**src/stcp_pkg.sv**
```systemverilog
// package for the standard timer with compare and pwm: register map, fields, codes
package stcp_pkg;
    localparam logic [2:0] ADR_CTRL0 = 3'h0;
    localparam logic [2:0] ADR_CTRL1 = 3'h1;
    localparam logic [2:0] ADR_CNT_LO = 3'h2;
    localparam logic [2:0] ADR_CNT_HI = 3'h3;
    localparam logic [2:0] ADR_CMPA_LO = 3'h4;
    localparam logic [2:0] ADR_CMPA_HI = 3'h5;
    localparam logic [2:0] ADR_PERIOD = 3'h6;
    localparam logic [2:0] ADR_FLAGS = 3'h7;
    // control 0 fields
    localparam int C0_PAUSE = 7;
    localparam int C0_CKSEL_LSB = 4;
    localparam int C0_ENABLE = 3;
    // control 1 fields
    localparam int C1_MODE_LSB = 6;
    localparam int C1_FUNC_LSB = 4;
    localparam int C1_INIT = 3;
    localparam int C1_INV = 2;
    localparam int C1_SWAP = 1;
    localparam int C1_CLRSEL = 0;
    // flag register fields, write one to clear
    localparam int FL_A = 0;
    localparam int FL_P = 1;
    localparam logic [7:0] RST_BYTE = 8'h00;
    localparam logic [1:0] MODE_CMP = 2'h0;
    localparam logic [1:0] MODE_PWM = 2'h2;
    localparam logic [1:0] MODE_TMR = 2'h3;
    localparam logic [1:0] FN_NONE = 2'h0;
    localparam logic [1:0] FN_LOW = 2'h1;
    localparam logic [1:0] FN_HIGH = 2'h2;
    localparam logic [1:0] FN_TOGGLE = 2'h3;
    localparam logic [2:0] CK_SYS4 = 3'h0;
    localparam logic [2:0] CK_SYS = 3'h1;
    localparam logic [2:0] CK_H16 = 3'h2;
    localparam logic [2:0] CK_H64 = 3'h3;
    localparam logic [2:0] CK_TBC = 3'h4;
    localparam logic [2:0] CK_RSVD = 3'h5;
    localparam logic [2:0] CK_PIN_RISE = 3'h6;
    localparam logic [2:0] CK_PIN_FALL = 3'h7;
    localparam logic [5:0] DIV4_LAST = 6'h03;
    localparam logic [5:0] DIV16_LAST = 6'h0f;
    localparam logic [5:0] DIV64_LAST = 6'h3f;
endpackage : stcp_pkg

```
**src/stcp_timer.sv**
```systemverilog
// standard timer top: wishbone registers, counter, comparators, output pin
`timescale 1ns/1ps
`default_nettype none
module stcp_timer (
    input wire logic clk_i,
    input wire logic rst_i,
    input wire logic [2:0] wb_adr_i,
    input wire logic [31:0] wb_dat_i,
    output logic [31:0] wb_dat_o,
    input wire logic wb_we_i,
    input wire logic [3:0] wb_sel_i,
    input wire logic wb_cyc_i,
    input wire logic wb_stb_i,
    output logic wb_ack_o,
    input wire logic timebase_tick_i,
    input wire logic external_clock_pin_i,
    output logic timer_pin_a_o,
    output logic timer_pin_a_oe_o,
    output logic compare_a_flag_o,
    output logic compare_p_flag_o
);
    // ------------------------------------------------------------
    // registers and bus slave
    // ------------------------------------------------------------
    logic [7:0] ctrl0;
    logic [7:0] ctrl1;
    logic [15:0] compare_a_value;
    logic [7:0] compare_p_value;
    logic [15:0] count;
    logic compare_a_flag;
    logic compare_p_flag;
    logic ack;
    logic [7:0] rd_byte;

    wire logic bus_req = wb_cyc_i & wb_stb_i & ~ack;
    wire logic bus_wr = bus_req & wb_we_i & wb_sel_i[0];
    wire logic [7:0] wr_byte = wb_dat_i[7:0];
    wire logic wr_ctrl0 = bus_wr & (wb_adr_i == stcp_pkg::ADR_CTRL0);
    wire logic wr_ctrl1 = bus_wr & (wb_adr_i == stcp_pkg::ADR_CTRL1);
    wire logic wr_cmpa_lo = bus_wr & (wb_adr_i == stcp_pkg::ADR_CMPA_LO);
    wire logic wr_cmpa_hi = bus_wr & (wb_adr_i == stcp_pkg::ADR_CMPA_HI);
    wire logic wr_period = bus_wr & (wb_adr_i == stcp_pkg::ADR_PERIOD);
    wire logic wr_flags = bus_wr & (wb_adr_i == stcp_pkg::ADR_FLAGS);

    wire logic enable = ctrl0[stcp_pkg::C0_ENABLE];
    wire logic pause = ctrl0[stcp_pkg::C0_PAUSE];
    wire logic [2:0] clock_select = ctrl0[stcp_pkg::C0_CKSEL_LSB +: 3];
    wire logic [1:0] mode = ctrl1[stcp_pkg::C1_MODE_LSB +: 2];
    wire logic [1:0] out_fn = ctrl1[stcp_pkg::C1_FUNC_LSB +: 2];
    wire logic initial_state = ctrl1[stcp_pkg::C1_INIT];
    wire logic output_invert = ctrl1[stcp_pkg::C1_INV];
    wire logic period_duty_swap = ctrl1[stcp_pkg::C1_SWAP];
    wire logic clear_select = ctrl1[stcp_pkg::C1_CLRSEL];

    // reserved bits 2..0 of control 0 read as zero
    always_comb begin
        case (wb_adr_i)
            stcp_pkg::ADR_CTRL0: rd_byte = {ctrl0[7:3], 3'h0};
            stcp_pkg::ADR_CTRL1: rd_byte = ctrl1;
            stcp_pkg::ADR_CNT_LO: rd_byte = count[7:0];
            stcp_pkg::ADR_CNT_HI: rd_byte = count[15:8];
            stcp_pkg::ADR_CMPA_LO: rd_byte = compare_a_value[7:0];
            stcp_pkg::ADR_CMPA_HI: rd_byte = compare_a_value[15:8];
            stcp_pkg::ADR_PERIOD: rd_byte = compare_p_value;
            stcp_pkg::ADR_FLAGS: rd_byte = {6'h00, compare_p_flag, compare_a_flag};
            default: rd_byte = 8'h00;
        endcase
    end

    // every address is mapped, so each request is acked after one cycle
    always_ff @(posedge clk_i) begin
        if (rst_i) begin
            ack <= 1'b0;
            wb_dat_o <= 32'h0000_0000;
        end else begin
            ack <= bus_req;
            wb_dat_o <= {24'h000000, rd_byte};
        end
    end
    assign wb_ack_o = ack;

    always_ff @(posedge clk_i) begin
        if (rst_i) begin
            ctrl0 <= stcp_pkg::RST_BYTE;
            ctrl1 <= stcp_pkg::RST_BYTE;
            compare_a_value <= 16'h0000;
            compare_p_value <= stcp_pkg::RST_BYTE;
        end else begin
            if (wr_ctrl0)
                ctrl0 <= wr_byte;
            if (wr_ctrl1)
                ctrl1 <= wr_byte;
            if (wr_cmpa_lo)
                compare_a_value[7:0] <= wr_byte;
            if (wr_cmpa_hi)
                compare_a_value[15:8] <= wr_byte;
            if (wr_period)
                compare_p_value <= wr_byte;
        end
    end

    // ------------------------------------------------------------
    // module clock selection
    // ------------------------------------------------------------
    logic ext_sync1;
    logic ext_sync2;
    logic ext_prev;
    logic [5:0] div_cnt;
    always_ff @(posedge clk_i) begin
        if (rst_i) begin
            ext_sync1 <= 1'b0;
            ext_sync2 <= 1'b0;
            ext_prev <= 1'b0;
            div_cnt <= 6'h00;
        end else begin
            ext_sync1 <= external_clock_pin_i;
            ext_sync2 <= ext_sync1;
            ext_prev <= ext_sync2;
            div_cnt <= div_cnt + 6'h01;
        end
    end
    // high clock is taken as the system clock here; one free divider serves all taps
    wire logic tick4 = (div_cnt[1:0] == stcp_pkg::DIV4_LAST[1:0]);
    wire logic tick16 = (div_cnt[3:0] == stcp_pkg::DIV16_LAST[3:0]);
    wire logic tick64 = (div_cnt == stcp_pkg::DIV64_LAST);
    logic module_tick;
    always_comb begin
        case (clock_select)
            stcp_pkg::CK_SYS4: module_tick = tick4;
            stcp_pkg::CK_SYS: module_tick = 1'b1;
            stcp_pkg::CK_H16: module_tick = tick16;
            stcp_pkg::CK_H64: module_tick = tick64;
            stcp_pkg::CK_TBC: module_tick = timebase_tick_i;
            stcp_pkg::CK_PIN_RISE: module_tick = ext_sync2 & ~ext_prev;
            stcp_pkg::CK_PIN_FALL: module_tick = ~ext_sync2 & ext_prev;
            default: module_tick = 1'b0;
        endcase
    end

    // ------------------------------------------------------------
    // counter and comparators
    // ------------------------------------------------------------
    logic enable_d;
    wire logic enable_rise = enable & ~enable_d;
    wire logic step = enable & ~pause & module_tick & ~enable_rise;
    wire logic [15:0] count_inc = count + 16'h0001;
    wire logic is_pwm = (mode == stcp_pkg::MODE_PWM);
    // compare-P matches the top byte and needs a zero low byte; zero means wrap of the full counter
    wire logic match_p = step & ((compare_p_value == 8'h00) ? (count_inc == 16'h0000)
                                  : (count_inc[15:8] == compare_p_value && count_inc[7:0] == 8'h00));
    wire logic match_a = step & (count_inc == compare_a_value);
    wire logic clear_on_a = is_pwm ? period_duty_swap : clear_select;
    wire logic period_end = clear_on_a ? match_a : match_p;
    wire logic set_a = match_a;
    wire logic set_p = match_p & (is_pwm | ~clear_select);
    wire logic clr_a = wr_flags & wr_byte[stcp_pkg::FL_A];
    wire logic clr_p = wr_flags & wr_byte[stcp_pkg::FL_P];

    always_ff @(posedge clk_i) begin
        if (rst_i) begin
            enable_d <= 1'b0;
            count <= 16'h0000;
            compare_a_flag <= 1'b0;
            compare_p_flag <= 1'b0;
        end else begin
            enable_d <= enable;
            if (enable_rise)
                count <= 16'h0000;
            else if (step)
                count <= period_end ? 16'h0000 : count_inc;
            // a set in the same cycle as a clear wins
            compare_a_flag <= set_a | (compare_a_flag & ~clr_a);
            compare_p_flag <= set_p | (compare_p_flag & ~clr_p);
        end
    end
    assign compare_a_flag_o = compare_a_flag;
    assign compare_p_flag_o = compare_p_flag;

    // ------------------------------------------------------------
    // output pin
    // ------------------------------------------------------------
    // duty reaches when the counter, current value, passes the duty point
    wire logic [16:0] duty_len = period_duty_swap
        ? ((compare_p_value == 8'h00) ? 17'h10000 : {1'b0, compare_p_value, 8'h00})
        : {1'b0, compare_a_value};
    wire logic [16:0] period_len = period_duty_swap
        ? {1'b0, compare_a_value}
        : ((compare_p_value == 8'h00) ? 17'h10000 : {1'b0, compare_p_value, 8'h00});
    wire logic pwm_active = (duty_len >= period_len) | ({1'b0, count} < duty_len);
    logic pwm_level;
    always_comb begin
        case (out_fn)
            stcp_pkg::FN_NONE: pwm_level = ~initial_state;
            stcp_pkg::FN_LOW: pwm_level = initial_state;
            stcp_pkg::FN_HIGH: pwm_level = pwm_active ? initial_state : ~initial_state;
            default: pwm_level = ~initial_state;
        endcase
    end

    logic cmp_pin;
    always_ff @(posedge clk_i) begin
        if (rst_i)
            cmp_pin <= 1'b0;
        else if (enable_rise)
            cmp_pin <= initial_state;
        else if (set_a && mode == stcp_pkg::MODE_CMP) begin
            case (out_fn)
                stcp_pkg::FN_LOW: cmp_pin <= 1'b0;
                stcp_pkg::FN_HIGH: cmp_pin <= 1'b1;
                stcp_pkg::FN_TOGGLE: cmp_pin <= ~cmp_pin;
                default: cmp_pin <= cmp_pin;
            endcase
        end
    end

    logic pin;
    logic pin_oe;
    always_ff @(posedge clk_i) begin
        if (rst_i) begin
            pin <= 1'b0;
            pin_oe <= 1'b0;
        end else begin
            pin <= (is_pwm ? pwm_level : cmp_pin) ^ output_invert;
            pin_oe <= (mode == stcp_pkg::MODE_CMP) | is_pwm;
        end
    end
    assign timer_pin_a_o = pin;
    assign timer_pin_a_oe_o = pin_oe;

    // ------------------------------------------------------------
    // checks: counter and compare-A register writes
    // ------------------------------------------------------------
    chk_enable_clears: assert property (@(posedge clk_i) disable iff (rst_i)
        enable_rise |=> (count == 16'h0000))
        else $error("enable rise did not clear counter");

    chk_hold_disabled: assert property (@(posedge clk_i) disable iff (rst_i)
        (!enable && !enable_d) |=> $stable(count))
        else $error("counter moved while off");

    chk_count_holds: assert property (@(posedge clk_i) disable iff (rst_i)
        (!step && !enable_rise) |=> $stable(count))
        else $error("counter moved without a step");

    chk_step_inc: assert property (@(posedge clk_i) disable iff (rst_i)
        (step && !period_end) |=> (count == $past(count) + 16'h0001))
        else $error("counter did not advance by one");

    chk_period_clear: assert property (@(posedge clk_i) disable iff (rst_i)
        (step && period_end) |=> (count == 16'h0000))
        else $error("period end did not clear counter");

    chk_p_wrap: assert property (@(posedge clk_i) disable iff (rst_i)
        (step && !clear_on_a && compare_p_value == 8'h00) |-> (period_end == (count == 16'hffff)))
        else $error("zero compare-P did not wrap at full count");

    chk_p_match_top: assert property (@(posedge clk_i) disable iff (rst_i)
        (match_p && compare_p_value != 8'h00) |-> (count_inc[7:0] == 8'h00))
        else $error("P match off boundary");

    chk_p_match_byte: assert property (@(posedge clk_i) disable iff (rst_i)
        (match_p && compare_p_value != 8'h00) |-> (count_inc[15:8] == compare_p_value))
        else $error("P match on wrong top byte");

    chk_rsvd_stops: assert property (@(posedge clk_i) disable iff (rst_i)
        (clock_select == stcp_pkg::CK_RSVD) |-> !step)
        else $error("reserved clock select counted");

    chk_sys_steps: assert property (@(posedge clk_i) disable iff (rst_i)
        (clock_select == stcp_pkg::CK_SYS && enable && !pause && !enable_rise) |-> step)
        else $error("system clock select missed a step");

    chk_pause_holds: assert property (@(posedge clk_i) disable iff (rst_i)
        (pause && !enable_rise) |=> $stable(count))
        else $error("counter moved while paused");

    chk_a_write_lo: assert property (@(posedge clk_i) disable iff (rst_i)
        wr_cmpa_lo |=> (compare_a_value[7:0] == $past(wr_byte)))
        else $error("compare-A low byte not written");

    chk_a_write_hi: assert property (@(posedge clk_i) disable iff (rst_i)
        wr_cmpa_hi |=> (compare_a_value[15:8] == $past(wr_byte)))
        else $error("compare-A high byte not written");

    // ------------------------------------------------------------
    // checks: flags and pin
    // ------------------------------------------------------------
    chk_no_p_flag: assert property (@(posedge clk_i) disable iff (rst_i)
        (!is_pwm && clear_select && !compare_p_flag && !wr_ctrl1) |=> !compare_p_flag)
        else $error("compare-P flag set with clear on A");

    chk_p_flag_set: assert property (@(posedge clk_i) disable iff (rst_i)
        (match_p && (is_pwm || !clear_select)) |=> compare_p_flag)
        else $error("P flag missed");

    chk_flag_a_set: assert property (@(posedge clk_i) disable iff (rst_i)
        match_a |=> compare_a_flag)
        else $error("A flag missed");

    chk_a_flag_only: assert property (@(posedge clk_i) disable iff (rst_i)
        (!match_a && !compare_a_flag) |=> !compare_a_flag)
        else $error("A flag set without a match");

    chk_init_pin: assert property (@(posedge clk_i) disable iff (rst_i)
        enable_rise |=> (cmp_pin == $past(initial_state)))
        else $error("pin not at initial level");

    chk_pin_on_a: assert property (@(posedge clk_i) disable iff (rst_i)
        (!set_a && !enable_rise) |=> $stable(cmp_pin))
        else $error("pin changed without A match");

    chk_cmp_high: assert property (@(posedge clk_i) disable iff (rst_i)
        (set_a && !enable_rise && mode == stcp_pkg::MODE_CMP && out_fn == stcp_pkg::FN_HIGH) |=> cmp_pin)
        else $error("pin not set high on A match");

    chk_cmp_low: assert property (@(posedge clk_i) disable iff (rst_i)
        (set_a && !enable_rise && mode == stcp_pkg::MODE_CMP && out_fn == stcp_pkg::FN_LOW) |=> !cmp_pin)
        else $error("pin not set low on A match");

    chk_cmp_toggle: assert property (@(posedge clk_i) disable iff (rst_i)
        (set_a && !enable_rise && mode == stcp_pkg::MODE_CMP && out_fn == stcp_pkg::FN_TOGGLE)
        |=> (cmp_pin != $past(cmp_pin)))
        else $error("pin did not toggle on A match");

    chk_cmp_drive: assert property (@(posedge clk_i) disable iff (rst_i)
        (mode == stcp_pkg::MODE_CMP)
        |=> (timer_pin_a_oe_o && timer_pin_a_o == ($past(cmp_pin) ^ $past(output_invert))))
        else $error("compare pin not driven from compare level");

    chk_timer_nodrive: assert property (@(posedge clk_i) disable iff (rst_i)
        (mode == stcp_pkg::MODE_TMR) |=> !timer_pin_a_oe_o)
        else $error("pin driven in timer mode");

    chk_pwm_drive: assert property (@(posedge clk_i) disable iff (rst_i)
        is_pwm |=> timer_pin_a_oe_o)
        else $error("pin not driven in pwm mode");

    chk_pwm_inactive: assert property (@(posedge clk_i) disable iff (rst_i)
        (is_pwm && out_fn == stcp_pkg::FN_NONE)
        |=> (timer_pin_a_o == (~$past(initial_state) ^ $past(output_invert))))
        else $error("forced inactive level wrong");

    chk_pwm_active: assert property (@(posedge clk_i) disable iff (rst_i)
        (is_pwm && out_fn == stcp_pkg::FN_LOW)
        |=> (timer_pin_a_o == ($past(initial_state) ^ $past(output_invert))))
        else $error("forced active level wrong");

    chk_full_duty: assert property (@(posedge clk_i) disable iff (rst_i)
        (is_pwm && out_fn == stcp_pkg::FN_HIGH && duty_len >= period_len)
        |=> (timer_pin_a_o == ($past(initial_state) ^ $past(output_invert))))
        else $error("full duty not active");
endmodule : stcp_timer
`default_nettype wire

```
**config.mk**
```make
export PLATFORM = sky130hd
export DESIGN_NAME = stcp_timer
export DESIGN_NICKNAME = d
export VERILOG_FILES = /design/src/stcp_pkg.sv /design/src/stcp_timer.sv
export SDC_FILE = /design/constraint.sdc
export NUM_CORES = 1
export LEC_CHECK = 0
export BUFFER_PORTS_ARGS = -buffer_cell sky130_fd_sc_hd__buf_4
export CAP_MARGIN = 5
export CORE_UTILIZATION = 55
export CTS_CLUSTER_SIZE = 20
export DETAILED_ROUTE_END_ITERATION = 6
export GPL_ROUTABILITY_DRIVEN = 0
export PLACE_DENSITY = 0.76
export SYNTH_ARGS = -nofsm -noshare
export SYNTH_HDL_FRONTEND = slang
export SYNTH_SLANG_ARGS = --single-unit
```
**constraint.sdc**
```tcl
create_clock -name clk_i -period 4.78 [get_ports clk_i]
set_input_delay 0.478 -clock clk_i [delete_from_list [all_inputs] [get_ports clk_i]]
set_output_delay 0.478 -clock clk_i [all_outputs]
set_load 0.01 [all_outputs]
```
After elaboration in Yosys (flattened, before gate mapping). Cells that the tools add are included.

Bits in registers: 104. Latch bits: 0. Memory bits (writable): 0. ROM bits: 0. Input bits: 46. Output and inout port bits: 37. Logic and storage cells: 112. Memories kept: 0.

Add/sub/neg operators: 2. $mul: 0. Div/mod/pow operators: 0. $lt $le $gt $ge: 2. Eq/ne operators: 22. Shifts and indexed selects: 0. Multiplexer cells: 15. Bitwise logic cells: 40. Reduce and logical (&&, ||, !) cells: 12.

Operators by type and width (number): $pmux W8 S8 (1); $mux W17 (3); $and A1 B1 Y1 (23); $eq A3 B3 Y1 const B (7); $ge A17 B17 Y1 (1); $lt A16 B17 Y1 (1); $add A16 B1 Y16 const B (1); $eq A16 B16 Y1 (1); $logic_not A16 Y1 (1); $logic_not A8 Y1 (2); $mux W16 (1); $eq A3 B2 Y1 const B (4); $not A1 Y1 (11); $eq A2 B2 Y1 const B (4); $eq A8 B8 Y1 (1); $mux W1 (7); $pmux W1 S7 (1); $add A6 B1 Y6 const B (1); $eq A3 B1 Y1 const B (2); $eq A6 B6 Y1 const B (1); $logic_not A3 Y1 (2); $or A1 B1 Y1 (5); $eq A4 B4 Y1 const B (1); $reduce_bool A4 Y1 (1); 9 further kinds (10).

Depth between registers and ports, before layout.
Depth in word-level cells: 9. Gate-level depth with buffers: 15. Mapped depth without buffers: 12.

Worst setup path after synthesis. Ideal clock, no wire load.

Kind: register -> register. Start: register ctrl1[1]. End: register pin (netlist: timer_pin_a_o). Library setup time: 0.128 ns. Arrival: 3.224 ns. Data required time: 4.652 ns. Slack: 1.429 ns. Stages on the path, launching flop included: 14. Buffers on the path: 3. Period minus slack after synthesis: 3.351 ns. Cells stage by stage: dfxtp_1 -> clkbuf_1 -> buf_1 -> buf_1 -> mux2i_1 -> inv_1 -> ha_1 -> nor2b_1 -> or4_1 -> a221oi_1 -> o211ai_1 -> mux2i_1 -> xnor2_1 -> nor2_1.

Cells in the longest elaborated chain, start to end: 7. Elaborated cells on any way between the ends: 9. Those cells by class: order compare (2); mux (5); bitwise (2).

RTL lines: start: declaration (line stcp_timer.sv:26) `logic [7:0] ctrl1;`; start signal: assignment (line stcp_timer.sv:85) `ctrl1 <= stcp_pkg::RST_BYTE;`; start signal: assignment (line stcp_timer.sv:92) `ctrl1 <= wr_byte;`; $mux W17, on equally long branches (line stcp_timer.sv:184, stcp_timer.sv:187); $ge A17 B17 Y1 / $lt A16 B17 Y1 (equally long branches) (line stcp_timer.sv:189) `wire logic pwm_active = (duty_len >= period_len) | ({1'b0, count} < duty_len);`; $or A1 B1 Y1 * (line stcp_timer.sv:189); $mux W1 * (line stcp_timer.sv:195) `stcp_pkg::FN_HIGH: pwm_level = pwm_active ? initial_state : ~initial_state;`; $pmux W1 S2 * (line stcp_timer.sv:192) `case (out_fn)`; $mux W1 * (line stcp_timer.sv:223) `pin <= (is_pwm ? pwm_level : cmp_pin) ^ output_invert;`; $xor A1 B1 Y1 * (line stcp_timer.sv:223); end signal: assignment (line stcp_timer.sv:223); end: declaration (line stcp_timer.sv:216) `logic pin;`.

Every way passes the cells marked *; elsewhere a longest branch is shown, timed or not. A chain may end at the register's enable or synchronous reset.

Worst setup path after layout.
Start: register count[0]. End: register count[1].

Cells in the longest elaborated chain, start to end: 7. Elaborated cells on any way between the ends: 11. Those cells by class: add/sub (1); eq/ne (2); mux (3); bitwise (2); reduce/logical (3).

RTL lines: start: declaration (line stcp_timer.sv:29) `logic [15:0] count;`; start signal: assignment (line stcp_timer.sv:170) `count <= period_end ? 16'h0000 : count_inc;`; $add A16 B1 Y16 * (line stcp_timer.sv:146) `wire logic [15:0] count_inc = count + 16'h0001;`; $eq A8 B8 Y1 / $logic_not A8 Y1 (equally long branches) (line stcp_timer.sv:150) `: (count_inc[15:8] == compare_p_value && count_inc[7:0] == 8'h00));`; $logic_and A1 B1 Y1 (line stcp_timer.sv:150); $mux W1 (line stcp_timer.sv:149) `wire logic match_p = step & ((compare_p_value == 8'h00) ? (count_inc == 16'h0000)`; $and A1 B1 Y1 (line stcp_timer.sv:149); $mux W1 (line stcp_timer.sv:153) `wire logic period_end = clear_on_a ? match_a : match_p;`; $mux W16 * (line stcp_timer.sv:170).

Marked as above.

==> run summary <==
The die boundary height is 107 µm. The setup TNS is 0 ns. The endpoint required time on the critical path is 5.04 ns. The max-slew violation count is 0. The path with the worst hold slack has its endpoint at ext_sync1. The origin of the critical flop-to-flop path is count[0]. The startpoint of the worst hold path is external_clock_pin_i. The smallest setup slack after layout came out at 1.00 ns. The root buffer cell chosen for the clock tree is sky130_fd_sc_hd__clkbuf_8. The achievable clock frequency came out at 0.265 GHz. The setup fix buffers added after clock tree synthesis came out at 0. The number of DRC violations after detailed-routing iteration 0 came out at 536. In the post-synthesis netlist, the biggest area contributors are sky130_fd_sc_hd__dfxtp_1, sky130_fd_sc_hd__mux2i_1, sky130_fd_sc_hd__nand2_1, sky130_fd_sc_hd__ha_1, sky130_fd_sc_hd__nand3_1.

The number of I/O pins came out at 83. The detailed-placement wirelength estimate came out at 12.5 mm. The synthesized netlist occupies a cell area of 6040 µm².

Traced cell by cell, the critical path runs through ha_1 -> inv_1 -> nor4_4 -> xnor3_1 -> nand2_1 -> nor4_1 -> nand3b_1 -> nand2_1 -> o21ai_1. During synthesis, Yosys emitted a total of 0 warnings. In the final layout, the share of cells above drive strength 1 is 0.100. The post-cts hold buffer count came out at 0. The max-cap check violation count came out at 0. The number of global-route vias before repair came to 5515. The peak supply drop is 215 µV. The initial antenna violation count came out at 0.

The global-route track usage on met1 is 0.394. TritonCTS built the clock tree. The final critical-path required period is 3.78 ns.

The total track usage is 0.307. The via density per instance came out at 6.40. In this run the power density over the cells is 214 nW/µm². The clock-pin slew on the worst setup and hold paths came out at 0.09 ns. The library cell used most frequently in the layout, excluding fill and tap cells, is sky130_fd_sc_hd__nand2_1. The core area is 10500 µm². The share of async-settable or async-resettable flops after synthesis came out at 0. The post-cts repair resize count is 0.

The H-tree depth reported by CTS came out at 3. TritonCTS created 9 clock buffers. The total inserted antenna cells came out at 0. The worst reg2reg path depth came out at 9. The clock latency reported for the late side of the worst-skew pair is 0.37 ns.

The worst slack after detailed placement is 1.13 ns. The global routing stage identified its most utilized layer as met2. The clock net sink count came out at 77. The number of remaining DRC errors came out at 0. The top cell types in the final layout, fill and taps aside, are sky130_fd_sc_hd__nand2_1, sky130_fd_sc_hd__dfxtp_1, sky130_fd_sc_hd__nor2_1, sky130_fd_sc_hd__nand3_1, sky130_fd_sc_hd__a21oi_1.

Measured on the finished design, the core utilization comes to 0.603. The power consumption came out at 0.00136 W. The analysis attributes to cell leakage a power of 2.44 nW. The worst hold path was traced through 2 stages. The routed length per instance is 18.6 µm. Input and output buffers added on the ports amount to 31.

The placement row count is 37. The layout net count came out at 844. In this run the mean area of a mapped cell was 7.61 µm². The sum of routed wire length over all layers is 17.0 mm.

In this design, the critical path's most frequently occurring cell is sky130_fd_sc_hd__nand2_1. The setup skew after layout is 0.0173 ns. The total die area is 11400 µm². The first-pass GRT wire length is 27.6 mm.

Of the available clock period, the critical path in the final layout requires 0.791. The endpoint class of the critical path is a flop. The share of synthesized area in the top cell type comes to 0.255. The maximum buffer depth of the clock tree is 2. STA classifies the critical path startpoint as a flop.

The synthesis-to-finish area growth came out at 4.87%. Among cell families on the critical path, the largest total delay comes from simple AND/OR/NAND/NOR gates. The overall die width came out at 107 µm. Entering global routing, the biggest net connects 63 pins. The relative max-transition margin is 0.461. The initial utilization of the core area, before any placement, comes to 0.575. For this run, the number of standard cells in the final layout without fillers is 914. The largest individual stage delay along the critical path comes from the cell sky130_fd_sc_hd__dfxtp_1.

The most used flip-flop cell after synthesis is sky130_fd_sc_hd__dfxtp_1. The number of failing hold endpoints at the final stage came out at 0. The arrival time of data at the critical path endpoint came out at 4.04 ns. In this run, placement finished with an instance count of 898. The worst setup path is of the flop to flop kind. The first detailed-routing pass took 5 iterations. The number of buffer and inverter stages on the critical path came out at 1. sky130_fd_sc_hd__dfxtp_1 takes more of the synthesized area than any other cell. The worst register-to-register path has a setup slack of 1.0 ns. The actual transition at the worst max-transition pin is 0.807 ns.

The critical register-to-register path endpoint is count[1]. The run finished with clean final reports. The final setup violation count came out at 0. The peak fanout along the critical path is 14. On the worst path, the slowest cell contributes a delay of 0.67 ns. The count of cell types in the netlist is 75. The synthesized instance count came out at 794. The final antenna-violating net count came out at 0. Setup repair after global routing left no endpoint under its margin. The met3 demand-to-capacity share in global routing is 0.0529. The total congestion overflow came out at 0. The path class of the tightest hold or removal check is input port to flop.

The met2 global-route usage is 0.500. The via total after detailed routing is 5851. The number of flops mapped to enable cells by yosys is 0. After synthesis the netlist holds a flip-flop and latch count of 77. The sequential cell area fraction in the yosys report is 0.255.
worst max-delay path by stage:
stage / slack [ns] / endpoint / cells after the start / start
CTS: 1.12 / count[1] / 9 / count[0]
global placement: 1.28 / count[1] / 9 / count[0]
finish: 1.0 / count[1] / 9 / count[0]
floorplan: 1.43 / timer_pin_a_o / 13 / ctrl1[1]
global route: 0.84 / count[1] / 9 / count[0]
detailed placement: 1.13 / count[8] / 9 / count[0]
per-layer routing:
| layer | routed length (µm) | part of all wire | vias to the layer above |
|---|---|---|---|
| met5 | 0 | 0 | - |
| met4 | 630 | 0.037 | 0 |
| met3 | 1380 | 0.081 | 52 |
| met2 | 7950 | 0.47 | 304 |
| met1 | 7020 | 0.41 | 2721 |
| li1 | - | - | 2774 |
area by class of cell:
class | count | area (µm²)
inverter | 19 | 71.3
multi-input combinational | 630 | 4070
clock buffer | 10 | 138
tap | 136 | 170
clock inverter | 6 | 75.1
fill | 959 | 4170
timing repair buffer | 36 | 270
sequential | 77 | 1540
sequential cells by signal, indices dropped and copies added, names as in the netlist:
| name | cells |
|---|---|
| enable_d | 1 |
| compare_a_value | 16 |
| compare_a_flag_o | 1 |
| ext_sync2 | 1 |
| wb_ack_o | 1 |
| ctrl0 | 5 |
| compare_p_flag_o | 1 |
| ext_sync1 | 1 |
| timer_pin_a_o | 1 |
| div_cnt | 6 |
| wb_dat_o | 8 |
| ctrl1 | 8 |
| cmp_pin | 1 |
| timer_pin_a_oe_o | 1 |
| ext_prev | 1 |
| compare_p_value | 8 |
| count | 16 |
stage by stage:
stage | hold WS (ns) | instance area (µm²)
6_report | 0.323 | 6340
3_5_place_dp | 0.449 | 6120
2_1_floorplan | 0.414 | 6130
5_1_grt | 0.310 | 6340
3_3_place_gp | 0.429 | 6120
4_1_cts | 0.307 | 6340
report_power, final:
group | total [W] | switching [W] | internal (W)
Combinational | 0.000148 | 0.0000914 | 0.0000568
Sequential | 0.000670 | 0.0000182 | 0.000652
Clock | 0.000538 | 0.000273 | 0.000265
cells in the mapped netlist (4+ instances only):
cell type                   n
sky130_fd_sc_hd__nand2_1   90
sky130_fd_sc_hd__dfxtp_1   77
sky130_fd_sc_hd__nor2_1    64
sky130_fd_sc_hd__nand3_1   62
sky130_fd_sc_hd__a21oi_1   48
sky130_fd_sc_hd__clkbuf_1  46
sky130_fd_sc_hd__mux2i_1   35
sky130_fd_sc_hd__buf_4     26
sky130_fd_sc_hd__ha_1      25
sky130_fd_sc_hd__nor3_1    25
sky130_fd_sc_hd__xnor2_1   20
sky130_fd_sc_hd__inv_1     18
sky130_fd_sc_hd__nor4_1    17
sky130_fd_sc_hd__o21ai_0   17
sky130_fd_sc_hd__and3_1    15
sky130_fd_sc_hd__nor2b_1   15
sky130_fd_sc_hd__xor2_1    15
sky130_fd_sc_hd__o211ai_1  12
sky130_fd_sc_hd__o21ai_1   11
sky130_fd_sc_hd__buf_2     10
sky130_fd_sc_hd__buf_1      9
sky130_fd_sc_hd__nand4_1    9
sky130_fd_sc_hd__and4_1     8
sky130_fd_sc_hd__a211oi_1   6
sky130_fd_sc_hd__a221oi_1   6
sky130_fd_sc_hd__a31oi_1    6
sky130_fd_sc_hd__and2_1     6
sky130_fd_sc_hd__mux2_2     6
sky130_fd_sc_hd__nand2b_1   6
sky130_fd_sc_hd__or3_1      6
sky130_fd_sc_hd__nor4b_1    5
sky130_fd_sc_hd__or4_1      5
sky130_fd_sc_hd__nor3b_1    4
kinds of logic (layout without fill, tap and decap cells):
group	after synthesis	after routing	synth area share
AND/OR/NAND/NOR	359	359	0.314
adder cells (fa/ha/maj)	26	26	0.0534
buffers and inverters	110	71	0.0865
multiplexers	42	42	0.0729
XOR/XNOR	37	37	0.0582
other	1	24	0.000621
flip-flops	77	77	0.255
AO/OA/AOI/OAI	142	142	0.159
(Power assumes the default switching activity.)
